<file path="src/pkg/tsr_defines.svh">
// constants for the tapped 64-stage shift register
`ifndef TSR_DEFINES_SVH
`define TSR_DEFINES_SVH

// ********************************************************************
// register geometry
// ********************************************************************
`define TSR_STAGES      64
`define TSR_TAPS        4
// zero-based stage index of each output tap (stages 16, 32, 48, 64)
`define TSR_TAP0_POS    15
`define TSR_TAP1_POS    31
`define TSR_TAP2_POS    47
`define TSR_TAP3_POS    63
// zero-based stage index loaded from taps 0..2 (stages 17, 33, 49)
`define TSR_LOAD0_POS   16
`define TSR_LOAD1_POS   32
`define TSR_LOAD2_POS   48

// ********************************************************************
// reset values and buffer sizing
// ********************************************************************
`define TSR_STAGE_RST   64'h0000_0000_0000_0000
`define TSR_FIFO_DEPTH  2

`endif

</file>
<file path="src/pkg/tsr_pkg.sv">
// types shared by the tapped shift register design
package tsr_pkg;

   // full register contents, bit 0 is stage 1
   typedef logic [63:0] tsr_stages_t;

   // one bit per tap pin, bit 0 is the 16th-stage tap
   typedef logic [3:0]  tsr_taps_t;

   // occupancy of the output buffer
   typedef logic [1:0]  tsr_count_t;

endpackage

</file>
<file path="src/hdl/tsr_top.sv">
// tapped 64-stage shift register with synchronised pins and output buffer
`timescale 1ns/1ps
`include "tsr_defines.svh"

module tsr_top #(
   parameter int FIFO_DEPTH = `TSR_FIFO_DEPTH
) (
   // system clock and reset
   input  wire logic                  CLK_IN,
   input  wire logic                  RST_B_IN,
   // serial pins from the partner
   input  wire logic                  SHIFT_CLK_IN,
   input  wire logic                  WRITE_EN_IN,
   input  wire logic                  SERIAL_DATA_IN,
   // two-way tap pins
   input  wire tsr_pkg::tsr_taps_t    TAP_IN,
   output logic      [3:0]            TAP_OUT,
   output logic      [3:0]            TAP_OE_OUT,
   // stream of bits leaving stage 64
   output logic                       SHIFT_READY_OUT,
   output logic                       OUT_VALID_OUT,
   output logic                       OUT_DATA_OUT,
   input  wire logic                  OUT_READY_IN,
   output logic                       OVERFLOW_OUT
);

   // ********************************************************************
   // reset release
   // ********************************************************************
   logic                  rst_meta_r;
   logic                  rst_b_r;

   // async assert, release through two flops
   always_ff @(posedge CLK_IN or negedge RST_B_IN) begin
      if (!RST_B_IN) begin
         rst_meta_r <= 1'b0;
         rst_b_r    <= 1'b0;
      end else begin
         rst_meta_r <= 1'b1;
         rst_b_r    <= rst_meta_r;
      end
   end

   // ********************************************************************
   // pin synchronisers
   // ********************************************************************
   logic                  sclk_meta_r;
   logic                  sclk_s_r;
   logic                  sclk_d_r;
   logic                  we_meta_r;
   logic                  we_s_r;
   logic                  din_meta_r;
   logic                  din_s_r;
   tsr_pkg::tsr_taps_t    tap_meta_r;
   tsr_pkg::tsr_taps_t    tap_s_r;

   // all pins share one latency, so data and enable stay aligned to the clock edge
   always_ff @(posedge CLK_IN or negedge rst_b_r) begin
      if (!rst_b_r) begin
         sclk_meta_r <= 1'b0;
         sclk_s_r    <= 1'b0;
         sclk_d_r    <= 1'b0;
         we_meta_r   <= 1'b0;
         we_s_r      <= 1'b0;
         din_meta_r  <= 1'b0;
         din_s_r     <= 1'b0;
         tap_meta_r  <= 4'h0;
         tap_s_r     <= 4'h0;
      end else begin
         sclk_meta_r <= SHIFT_CLK_IN;
         sclk_s_r    <= sclk_meta_r;
         sclk_d_r    <= sclk_s_r;      // edge detector history, never the meta flop
         we_meta_r   <= WRITE_EN_IN;
         we_s_r      <= we_meta_r;
         din_meta_r  <= SERIAL_DATA_IN;
         din_s_r     <= din_meta_r;
         tap_meta_r  <= TAP_IN;
         tap_s_r     <= tap_meta_r;
      end
   end

   // ********************************************************************
   // shift register
   // ********************************************************************
   logic                  shift_evt;
   tsr_pkg::tsr_stages_t  stage_r;
   tsr_pkg::tsr_stages_t  stage_nxt;

   // rising edge of the pin clock is the shifting transition; falling is ignored
   assign shift_evt = sclk_s_r & ~sclk_d_r;

   // next contents for one shift step
   function automatic tsr_pkg::tsr_stages_t shift_step(
      input tsr_pkg::tsr_stages_t cur,
      input logic                 din,
      input logic                 we,
      input tsr_pkg::tsr_taps_t   taps
   );
      tsr_pkg::tsr_stages_t nxt;
      nxt = {cur[`TSR_STAGES-2:0], din};
      if (we) begin
         nxt[`TSR_LOAD0_POS] = taps[0];
         nxt[`TSR_LOAD1_POS] = taps[1];
         nxt[`TSR_LOAD2_POS] = taps[2];
      end
      return nxt;
   endfunction

   assign stage_nxt = shift_step(stage_r, din_s_r, we_s_r, tap_s_r);

   // contents only move on a shifting edge
   always_ff @(posedge CLK_IN or negedge rst_b_r) begin
      if (!rst_b_r) begin
         stage_r <= `TSR_STAGE_RST;
      end else if (shift_evt) begin
         stage_r <= stage_nxt;
      end
   end

   // ********************************************************************
   // tap pins
   // ********************************************************************
   // values come straight from the stage flops; enables from the synced write enable
   assign TAP_OUT    = {stage_r[`TSR_TAP3_POS], stage_r[`TSR_TAP2_POS],
                        stage_r[`TSR_TAP1_POS], stage_r[`TSR_TAP0_POS]};
   assign TAP_OE_OUT = {4{~we_s_r}};

   // ********************************************************************
   // output buffer of bits leaving stage 64
   // ********************************************************************
   logic                  fifo_mem [FIFO_DEPTH];
   logic                  wr_ptr_r;
   logic                  rd_ptr_r;
   tsr_pkg::tsr_count_t   count_r;
   logic                  push;
   logic                  pop;
   logic                  fifo_full;
   logic                  overflow_r;

   // the pin clock cannot be stalled, so full is reported ahead and overflow is sticky
   assign fifo_full       = (count_r == 2'(FIFO_DEPTH));
   assign SHIFT_READY_OUT = ~fifo_full | OUT_READY_IN;
   assign OUT_VALID_OUT   = (count_r != 2'h0);
   assign pop             = OUT_VALID_OUT & OUT_READY_IN;
   assign push            = shift_evt & (~fifo_full | pop);
   assign OUT_DATA_OUT    = fifo_mem[rd_ptr_r];

   // storage writes
   always_ff @(posedge CLK_IN or negedge rst_b_r) begin
      if (!rst_b_r) begin
         fifo_mem[0] <= 1'b0;
         fifo_mem[1] <= 1'b0;
      end else if (push) begin
         fifo_mem[wr_ptr_r] <= stage_r[`TSR_TAP3_POS];
      end
   end

   // pointers and occupancy
   always_ff @(posedge CLK_IN or negedge rst_b_r) begin
      if (!rst_b_r) begin
         wr_ptr_r <= 1'b0;
         rd_ptr_r <= 1'b0;
         count_r  <= 2'h0;
      end else begin
         if (push) begin
            wr_ptr_r <= ~wr_ptr_r;
         end
         if (pop) begin
            rd_ptr_r <= ~rd_ptr_r;
         end
         count_r <= count_r + 2'(push) - 2'(pop);
      end
   end

   // sticky flag: a shift arrived with no room; cleared only by reset
   always_ff @(posedge CLK_IN or negedge rst_b_r) begin
      if (!rst_b_r) begin
         overflow_r <= 1'b0;
      end else if (shift_evt && !push) begin
         overflow_r <= 1'b1;
      end
   end

   assign OVERFLOW_OUT = overflow_r;

   // ********************************************************************
   // assertions
   // ********************************************************************
   a_tap_drive_value: assert property (@(posedge CLK_IN) disable iff (!rst_b_r)
      !we_s_r |-> TAP_OE_OUT == 4'hF && TAP_OUT[3] == stage_r[63]
                  && TAP_OUT[0] == stage_r[15])
      else $error("tap not driving stage contents");

   a_serial_entry: assert property (@(posedge CLK_IN) disable iff (!rst_b_r)
      shift_evt |=> stage_r[0] == $past(din_s_r))
      else $error("serial bit not captured in stage one");

   a_tap_float: assert property (@(posedge CLK_IN) disable iff (!rst_b_r)
      we_s_r |-> TAP_OE_OUT == 4'h0)
      else $error("tap driven while write enable high");

   a_tap_load: assert property (@(posedge CLK_IN) disable iff (!rst_b_r)
      shift_evt && we_s_r |=> stage_r[16] == $past(tap_s_r[0])
         && stage_r[32] == $past(tap_s_r[1]) && stage_r[48] == $past(tap_s_r[2]))
      else $error("tap value not loaded");

   a_pin_to_tap: assert property (@(posedge CLK_IN) disable iff (!rst_b_r)
      WRITE_EN_IN ##1 WRITE_EN_IN ##1 WRITE_EN_IN |-> TAP_OE_OUT == 4'h0)
      else $error("taps not floated two cycles after write enable");

   a_hold_still: assert property (@(posedge CLK_IN) disable iff (!rst_b_r)
      !shift_evt |=> $stable(stage_r))
      else $error("stages changed without shifting edge");

   a_falling_ignored: assert property (@(posedge CLK_IN) disable iff (!rst_b_r)
      !sclk_s_r && sclk_d_r |=> $stable(stage_r))
      else $error("stages changed on falling edge");

   a_shift_advance: assert property (@(posedge CLK_IN) disable iff (!rst_b_r)
      shift_evt && !we_s_r |=> stage_r[63:1] == $past(stage_r[62:0]))
      else $error("stages did not advance");

   c_shift_plain: cover property (@(posedge CLK_IN) disable iff (!rst_b_r)
      shift_evt && !we_s_r);
   c_shift_load: cover property (@(posedge CLK_IN) disable iff (!rst_b_r)
      shift_evt && we_s_r);
   c_buffer_full: cover property (@(posedge CLK_IN) disable iff (!rst_b_r)
      fifo_full && !OUT_READY_IN);
   c_overflow: cover property (@(posedge CLK_IN) disable iff (!rst_b_r)
      $rose(overflow_r));

endmodule // tsr_top

</file>
<file path="config.mk">
export PLATFORM = sky130hd
export DESIGN_NAME = tsr_top
export DESIGN_NICKNAME = d
export VERILOG_FILES = /design/src/pkg/tsr_pkg.sv /design/src/hdl/tsr_top.sv
export VERILOG_INCLUDE_DIRS = /design/src /design/src/pkg
export SDC_FILE = /design/constraint.sdc
export NUM_CORES = 1
export LEC_CHECK = 0
export BUFFER_PORTS_ARGS = -buffer_cell sky130_fd_sc_hd__buf_2
export CAP_MARGIN = 20
export CORE_ASPECT_RATIO = 0.6
export CORE_MARGIN = 2
export CORE_UTILIZATION = 45
export DETAILED_ROUTE_END_ITERATION = 6
export GPL_TIMING_DRIVEN = 0
export PLACE_DENSITY = 0.71
export SYNTH_ARGS = -nofsm -noshare
export SYNTH_HDL_FRONTEND = slang
export SYNTH_SLANG_ARGS = --single-unit
</file>
<file path="constraint.sdc">
create_clock -name CLK_IN -period 4 [get_ports CLK_IN]
set_clock_uncertainty 0.15 [all_clocks]
set_input_delay 1 -clock CLK_IN [delete_from_list [all_inputs] [get_ports CLK_IN]]
set_output_delay 1 -clock CLK_IN [all_outputs]
set_load 0.005 [all_outputs]
</file>
==> PnR_summary.wiki, run 1 <==
{| class="wikitable"
! Metric !! Value
|-
| Clock root buffer master || sky130_fd_sc_hd__clkbuf_16
|-
| Number of placed I/O pins || 22
|-
| Ratio of cells with drive above 1 in the final layout || 0.507
|-
| Endpoint of the worst register-to-register path || count_r[1]
|-
| Clock latency on the worst-skew pair || 0.33 ns
|-
| Critical path data required time || approximately 2.9 ns
|-
| Startpoint type of the worst setup path || input port
|-
| Total power || 2.67 mW
|-
| Hold_buf cts || 0
|-
| PwrDens || 721 mW/mm^2
|-
| Sort of element at the end of the critical path || primary output
|-
| Gpl congestion || 0.682
|-
| Antenna-violating nets left || 0
|-
| Register-to-register setup slack || approximately 2.2 ns
|-
| Die H || 68.6 um
|-
| Count of mapped cells out of synthesis || 190
|-
| Number of distinct standard cells referenced by the synthesized netlist || 21
|-
| Aggregate global routing overflow || 0
|-
| Worst Path Class, Setup || in -> out
|-
| HP Class || reg -> async
|-
| Final wirelength || 4340 um
|-
| P&R area growth vs syn || 18.3%
|-
| Fraction of the yosys area taken by sequential cells || 0.687
|-
| Setup Viol. Count Final || 0
|-
| CTS-repair resized insts || 0
|-
| Die Outline Area || 0.00767 sq mm
|-
| Leakage dissipation || about 1.7 nW
|-
| Most frequent standard cell in the layout excluding fill and tap cells || sky130_fd_sc_hd__dfrtp_1
|-
| Worst setup slack before clock tree synthesis || 1.13 ns
|-
| Average size of a mapped cell || about 16 sq um
|-
| Number of setup buffers added after CTS || 0
|-
| Relative slew margins || 0.649
|-
| Row count || 23
|-
| Final nets || 233
|-
| Clock sink total || 86
|-
| Register-to-Register Path Depth || 7
|-
| Total number of yosys warnings || 0
|-
| Final period util || 0.717
|-
| Minimum clock period || approximately 2.9 ns
|-
| Post-route insts no fill || 314
|-
| Crit path arrival time || between 1.5 and 2 ns
|-
| Worst-case clock buffer depth || 2
|-
| #FFs+latches synth || 86
|-
| DIE WIDTH || 112 um
|-
| Starting Density || 0.467
|-
| Post-Synthesis Cell Area || about 0.0031 sq mm
|-
| Initial antenna violation count || 0
|-
| TritonRoute pass-1 iters || 4
|-
| Status || completed
|-
| Maximum vdd ir drop || ~0.00034 V
|-
| Total negative setup slack || 0 ns
|-
| Achievable Freq || 349 MHz
|-
| CTS tree || built
|-
| Drt initial violations || 91
|-
| RSZ-0062 raised after global routing || false
|-
| Largest fanout on the critical path || 5
|-
| Number of antenna repair diodes || 0
|-
| Maximum level of the CTS H-tree || 3
|-
| Final Hold Viols || 0
|-
| First-pass GRT wire length || 7560 um
|-
| Leading cell types in the layout, fill and taps excluded || 85 x sky130_fd_sc_hd__dfrtp_1, 62 x sky130_fd_sc_hd__mux2_2, 27 x sky130_fd_sc_hd__buf_2, 9 x sky130_fd_sc_hd__clkbuf_16, 5 x sky130_fd_sc_hd__nor2_1
|-
| CTS clk-pin slew, worst paths || 0.06 ns
|-
| Input/output buffers || 20
|-
| Smallest setup slack after layout || roughly 1.1 ns
|-
| Synthesized Nets || approximately 200
|-
| Vias || 1484
|-
| # placed instances || 298
|-
| Drc violations || 0
|-
| Pin count of the biggest net entering global routing || 69
|-
| Total routing resource utilization after global routing || 0.133
|-
| Avg WL per Cell || 13.8 um
|-
| Via density per instance || 4.73
|-
| Number of buffers added by the clock tree synthesis step || 9
|-
| Number of global-route vias before repair || 1486
|-
| Crit Reg-Reg Startpoint || count_r[0]
|-
| Post-DP HPWL || about 2800 um
|-
| Core area || ~0.0067 sq mm
|-
| Filler cells || 540
|-
| Max-cap check violation count || 0
|-
| Final Slew Violations || 0
|-
| Transition time at the pin with the least slew margin || 0.522 ns
|}
stage by stage:
| step | instance area [sq um] | hold WS, ns | util |
|---|---|---|---|
| floorplan | 3130 | 0.181 | - |
| global placement | 3340 | 0.182 | 0.498 |
| detailed placement | 3370 | 0.0467 | 0.503 |
| CTS | 3710 | 0.0525 | 0.553 |
| global route | 3710 | 0.0658 | 0.553 |
| finish | 3710 | 0.0423 | 0.553 |
power by group:
| group | total, mW | internal, mW | switching (mW) |
|---|---|---|---|
| registers | 1.34 | 1.18 | 0.161 |
| clock network | 0.905 | 0.580 | 0.325 |
| logic | 0.429 | 0.290 | 0.139 |
metal layers:
| layer | up-vias | track usage | part of all wire |
|---|---|---|---|
| met5 | - | 0 | 0 |
| met4 | 0 | 0.0787 | 0.016 |
| met3 | 8 | 0.0568 | 0.052 |
| met2 | 22 | 0.179 | 0.41 |
| met1 | 736 | 0.180 | 0.52 |
| li1 | 718 | - | - |
sequential cells by signal, summed over array words and instances (netlist names):
name and flops:
stage_r 64, rd_ptr_r 1, sclk_meta_r 1, OVERFLOW_OUT 1, we_meta_r 1, we_s_r 1
fifo_mem 2, tap_s_r 3, wr_ptr_r 1, din_s_r 1, sclk_s_r 1, sclk_d_r 1
tap_meta_r 3, rst_b_r 1, rst_meta_r 1, din_meta_r 1, count_r 2
cell type report:
cell class | count | area [sq um] | area share
flip-flops and latches | 86 | 2160 | 0.582
multi-input cells | 91 | 901 | 0.243
clock buffers | 11 | 253 | 0.0682
repair buffers | 21 | 128 | 0.0344
well taps | 87 | 109 | 0.0294
clock inverters | 5 | 81.3 | 0.0219
plain buffers | 12 | 76.3 | 0.0206
inverters | 1 | 3.75 | 0.00101
cell families (layout without fill, tap and decap cells):
family | count (synthesis) | after routing | synth area share
flip-flops | 86 | 86 | 0.687
multiplexers | 67 | 67 | 0.240
buffers and inverters | 13 | 50 | 0.0256
AND/OR/NAND/NOR | 12 | 12 | 0.0208
AO/OA/AOI/OAI | 6 | 6 | 0.0108
XOR/XNOR | 4 | 4 | 0.0112
adder cells (fa/ha/maj) | 1 | 1 | 0.00399
other | 1 | 1 | 0.00120
worst max-delay path by stage:
stage                  from               to  slack (ns)  cells past startpoint
5_1_grt        OUT_READY_IN  SHIFT_READY_OUT        1.10                      4
4_1_cts        OUT_READY_IN  SHIFT_READY_OUT        1.13                      4
3_3_place_gp        rst_b_r      stage_r[39]        0.43                      0
6_report       OUT_READY_IN  SHIFT_READY_OUT        1.13                      4
3_5_place_dp   OUT_READY_IN  SHIFT_READY_OUT        1.13                      4
2_1_floorplan       rst_b_r     OVERFLOW_OUT        1.28                      0
critical path: stages:
cell and delay (ns):
sky130_fd_sc_hd__buf_2 0.11, sky130_fd_sc_hd__or3b_1 0.36, sky130_fd_sc_hd__buf_6 0.14, sky130_fd_sc_hd__buf_2 0.12
synthesized netlist by cell type:
library cell	number	share of area
sky130_fd_sc_hd__a21oi_1	3	0.0048
sky130_fd_sc_hd__a31o_2	1	0.0028
sky130_fd_sc_hd__buf_2	7	0.011
sky130_fd_sc_hd__buf_4	4	0.0096
sky130_fd_sc_hd__buf_6	1	0.0036
sky130_fd_sc_hd__conb_1	1	0.0012
sky130_fd_sc_hd__dfrtp_1	86	0.69
sky130_fd_sc_hd__ha_1	1	0.0040
sky130_fd_sc_hd__inv_1	1	0.0012
sky130_fd_sc_hd__mux2_1	2	0.0072
sky130_fd_sc_hd__mux2_2	62	0.22
sky130_fd_sc_hd__mux2i_1	3	0.0096
sky130_fd_sc_hd__nand2_1	1	0.0012
sky130_fd_sc_hd__nand3_1	2	0.0032
sky130_fd_sc_hd__nand3b_2	1	0.0036
sky130_fd_sc_hd__nor2_1	5	0.0060
sky130_fd_sc_hd__nor2b_1	1	0.0020
sky130_fd_sc_hd__o21ai_0	2	0.0032
sky130_fd_sc_hd__or2_2	1	0.0020
sky130_fd_sc_hd__or3b_1	1	0.0028
sky130_fd_sc_hd__xnor2_1	4	0.011
(Power assumes the default switching activity.)
==> run 2, diff against run 1 <==
Settings changed: PLACE_DENSITY 0.71 to 0.74.
Clock period 4 ns to 2.33 ns, I/O delays scaled along.
==> PnR_summary.wiki, run 2 (synthesis results as in run 1) <==
{| class="wikitable"
! Metric !! Value
|-
| Number of antenna repair diodes || 0 (unchanged)
|-
| Die H || 68.6 um (unchanged)
|-
| Final nets || 234 (+0.43%)
|-
| HP Class || reg -> async
|-
| Top flop regs || stage_r (64), tap_meta_r (3), tap_s_r (3)
|-
| DIE WIDTH || 112 um (unchanged)
|-
| CTS clk-pin slew, worst paths || 0.06 ns (about the same)
|-
| Aggregate global routing overflow || 0 (unchanged)
|-
| Crit-path leading delay family || flip-flops
|-
| Clock latency on the worst-skew pair || 0.33 ns (about the same)
|-
| Critical path data required time || 1.60 ns (-1.25 ns)
|-
| Maximum level of the CTS H-tree || 3 (unchanged)
|-
| Drc violations || 0 (unchanged)
|-
| Minimum clock period || 2.13 ns
|-
| Area after DPL || 0.00337 sq mm (unchanged)
|-
| Number of buffers added by the clock tree synthesis step || 9 (unchanged)
|-
| Sequential cell area || 0.00216 sq mm (unchanged)
|-
| Area taken by multi-input logic gates || 901 sq um (unchanged)
|-
| Core area || 0.00671 sq mm (unchanged)
|-
| Total negative setup slack || 0 ns (unchanged)
|-
| Final Hold Viols || 0 (unchanged)
|-
| Startpoint type of the worst setup path || flip-flop
|-
| Pin count of the biggest net entering global routing || 52 (-25%)
|-
| Final Instance Area || 0.00365 sq mm (-1.5%)
|-
| P&R area growth vs syn || 16.6%
|-
| PwrDens || 1190 mW/mm^2 (+65%)
|-
| Filler cells || 553 (+2.4%)
|-
| Series of cell instances along the critical path || or3b_1 -> buf_6 -> buf_2
|-
| Sort of element at the end of the critical path || primary output
|-
| Avg WL per Cell || 13.7 um (-1.1%)
|-
| Setup Viol. Count Final || 0 (unchanged)
|-
| TritonRoute pass-1 iters || 4 (unchanged)
|-
| Die Outline Area || 0.00767 sq mm (unchanged)
|-
| Clock root buffer master || sky130_fd_sc_hd__clkbuf_16
|-
| Max-cap check violation count || 0 (unchanged)
|-
| Initial antenna violation count || 0 (unchanged)
|-
| Starting Density || 0.467 (unchanged)
|-
| Largest register FFs || 64 (unchanged)
|-
| Crit path arrival time || 1.40 ns (-0.32 ns)
|-
| Most frequent standard cell in the layout excluding fill and tap cells || sky130_fd_sc_hd__dfrtp_1
|-
| Highest-delay cell along the critical path || sky130_fd_sc_hd__dfrtp_1
|-
| Total routing resource utilization after global routing || 0.130 (-0.00273)
|-
| Achievable Freq || roughly 470 MHz
|-
| Maximum vdd ir drop || 0.000657 V (+95%)
|-
| Number of global-route vias before repair || 1524 (+2.6%)
|-
| Final period util || 0.915
|-
| Status || completed
|-
| Final Slew Violations || 0 (unchanged)
|-
| Worst-case clock buffer depth || 2 (unchanged)
|-
| Leading cell types in the layout, fill and taps excluded || 85 x sky130_fd_sc_hd__dfrtp_1, 62 x sky130_fd_sc_hd__mux2_2, 27 x sky130_fd_sc_hd__buf_2, 9 x sky130_fd_sc_hd__clkbuf_16, 5 x sky130_fd_sc_hd__nor2_1
|-
| Delay of the slowest critical-path stage || 0.42 ns (+0.06 ns)
|-
| Vias || 1509 (+1.7%)
|-
| CTS tree || built
|-
| Row count || 23 (unchanged)
|-
| Clock sink total || 86 (unchanged)
|-
| Transition time at the pin with the least slew margin || 0.527 ns (+0.00498 ns)
|-
| Number of placed I/O pins || 22 (unchanged)
|-
| Post-DP HPWL || 2850 um (+1.8%)
|-
| Gpl congestion || 0.679 (-0.44%)
|-
| Relative slew margins || 0.645 (-0.00335)
|-
| Via density per instance || 4.81 (+1.7%)
|-
| Input/output buffers || 20 (unchanged)
|-
| CTS-repair resized insts || 0 (unchanged)
|-
| RSZ-0062 raised after global routing || false
|-
| Drt initial violations || 44 (-52%)
|-
| Top register by number of flip-flops || stage_r
|-
| Worst Path Class, Setup || reg -> out
|-
| Buffer and inverter count on the worst path || 2 (-1)
|-
| First-pass GRT wire length || 7390 um (-2.3%)
|-
| Ratio of cells with drive above 1 in the final layout || 0.489 (-0.0176)
|-
| Leakage dissipation || 1.70 nW (-1.4%)
|-
| Antenna-violating nets left || 0 (unchanged)
|-
| Number of setup buffers added after CTS || 0 (unchanged)
|-
| Final wirelength || 4290 um (-1.1%)
|-
| Largest fanout on the critical path || 5 (unchanged)
|}
[run 2: through the flow]
| step | setup slack (ns) | utilization | cells | power (mW) | hold slack, ns |
|---|---|---|---|---|---|
| finish | 0.197 | 0.545 | 314 | 4.34 | 0.134 |
| floorplan | 0.403 | - | 190 | 2.85 | 0.137 |
| CTS | 0.186 | 0.545 | 314 | 4.39 | 0.158 |
| global route | 0.153 | 0.545 | 314 | 4.60 | 0.190 |
| detailed placement | 0.159 | 0.503 | 298 | 3.09 | 0.151 |
| global placement | 0.255 | 0.499 | 297 | 3.01 | 0.182 |
[run 2: report_power, final]
part	leakage (nW)	switching, mW	internal (mW)
logic	0.516	0.240	0.499
clock network	0.133	0.519	0.773
registers	1.05	0.281	2.02
total	1.70	1.04	3.30
[run 2: layout make-up]
| class | instances | share of cell area |
|---|---|---|
| Buffer | 12 | 0.0209 |
| Clock buffer | 14 | 0.0723 |
| Clock inverter | 1 | 0.00137 |
| Inverter | 1 | 0.00103 |
| Multi-Input combinational cell | 91 | 0.247 |
| Sequential cell | 86 | 0.590 |
| Tap cell | 87 | 0.0298 |
| Timing Repair Buffer | 22 | 0.0377 |
[run 2: worst reg2reg max path: cells and delay by family (launching register included)]
kind,cells,cell delay [ns]
adders and majority gates,1,0.22
and+or+nand+nor,2,0.47
AOI/OAI and AO/OA,1,0.10
DFF,1,0.42
xor gates and xnor gates,2,0.37
buffers and inverters,1,0.14
[run 2: layer usage]
metal / vias to the layer above / GRT usage / routed length (um)
li1: 715 / - / -
met1: 769 / 0.172 / 2190
met2: 21 / 0.184 / 1840
met3: 4 / 0.0760 / 237
met4: 0 / 0.0324 / 29
met5: - / 0 / 0
[run 2: worst paths after layout]
| path | slack, ns | start | endpoint | cells past startpoint |
|---|---|---|---|---|
| max | 0.20 | count_r[0] | SHIFT_READY_OUT | 3 |
| min in group CLK_IN | 0.20 | tap_meta_r[0] | tap_s_r[0] | 0 |
| max reg2reg | 0.39 | count_r[0] | count_r[1] | 7 |
| max in group asynchronous | 1.31 | rst_b_r | stage_r[47] | 1 |
| min reg2reg | 0.13 | rst_b_r | din_meta_r | 0 |
| min | 0.13 | rst_b_r | din_meta_r | 0 |
[run 2: timing repair]
action                                  CTS  global route
endpoints found under the hold margin     2             0
endpoints found under the setup margin    0             0
hold buffers                              1             0
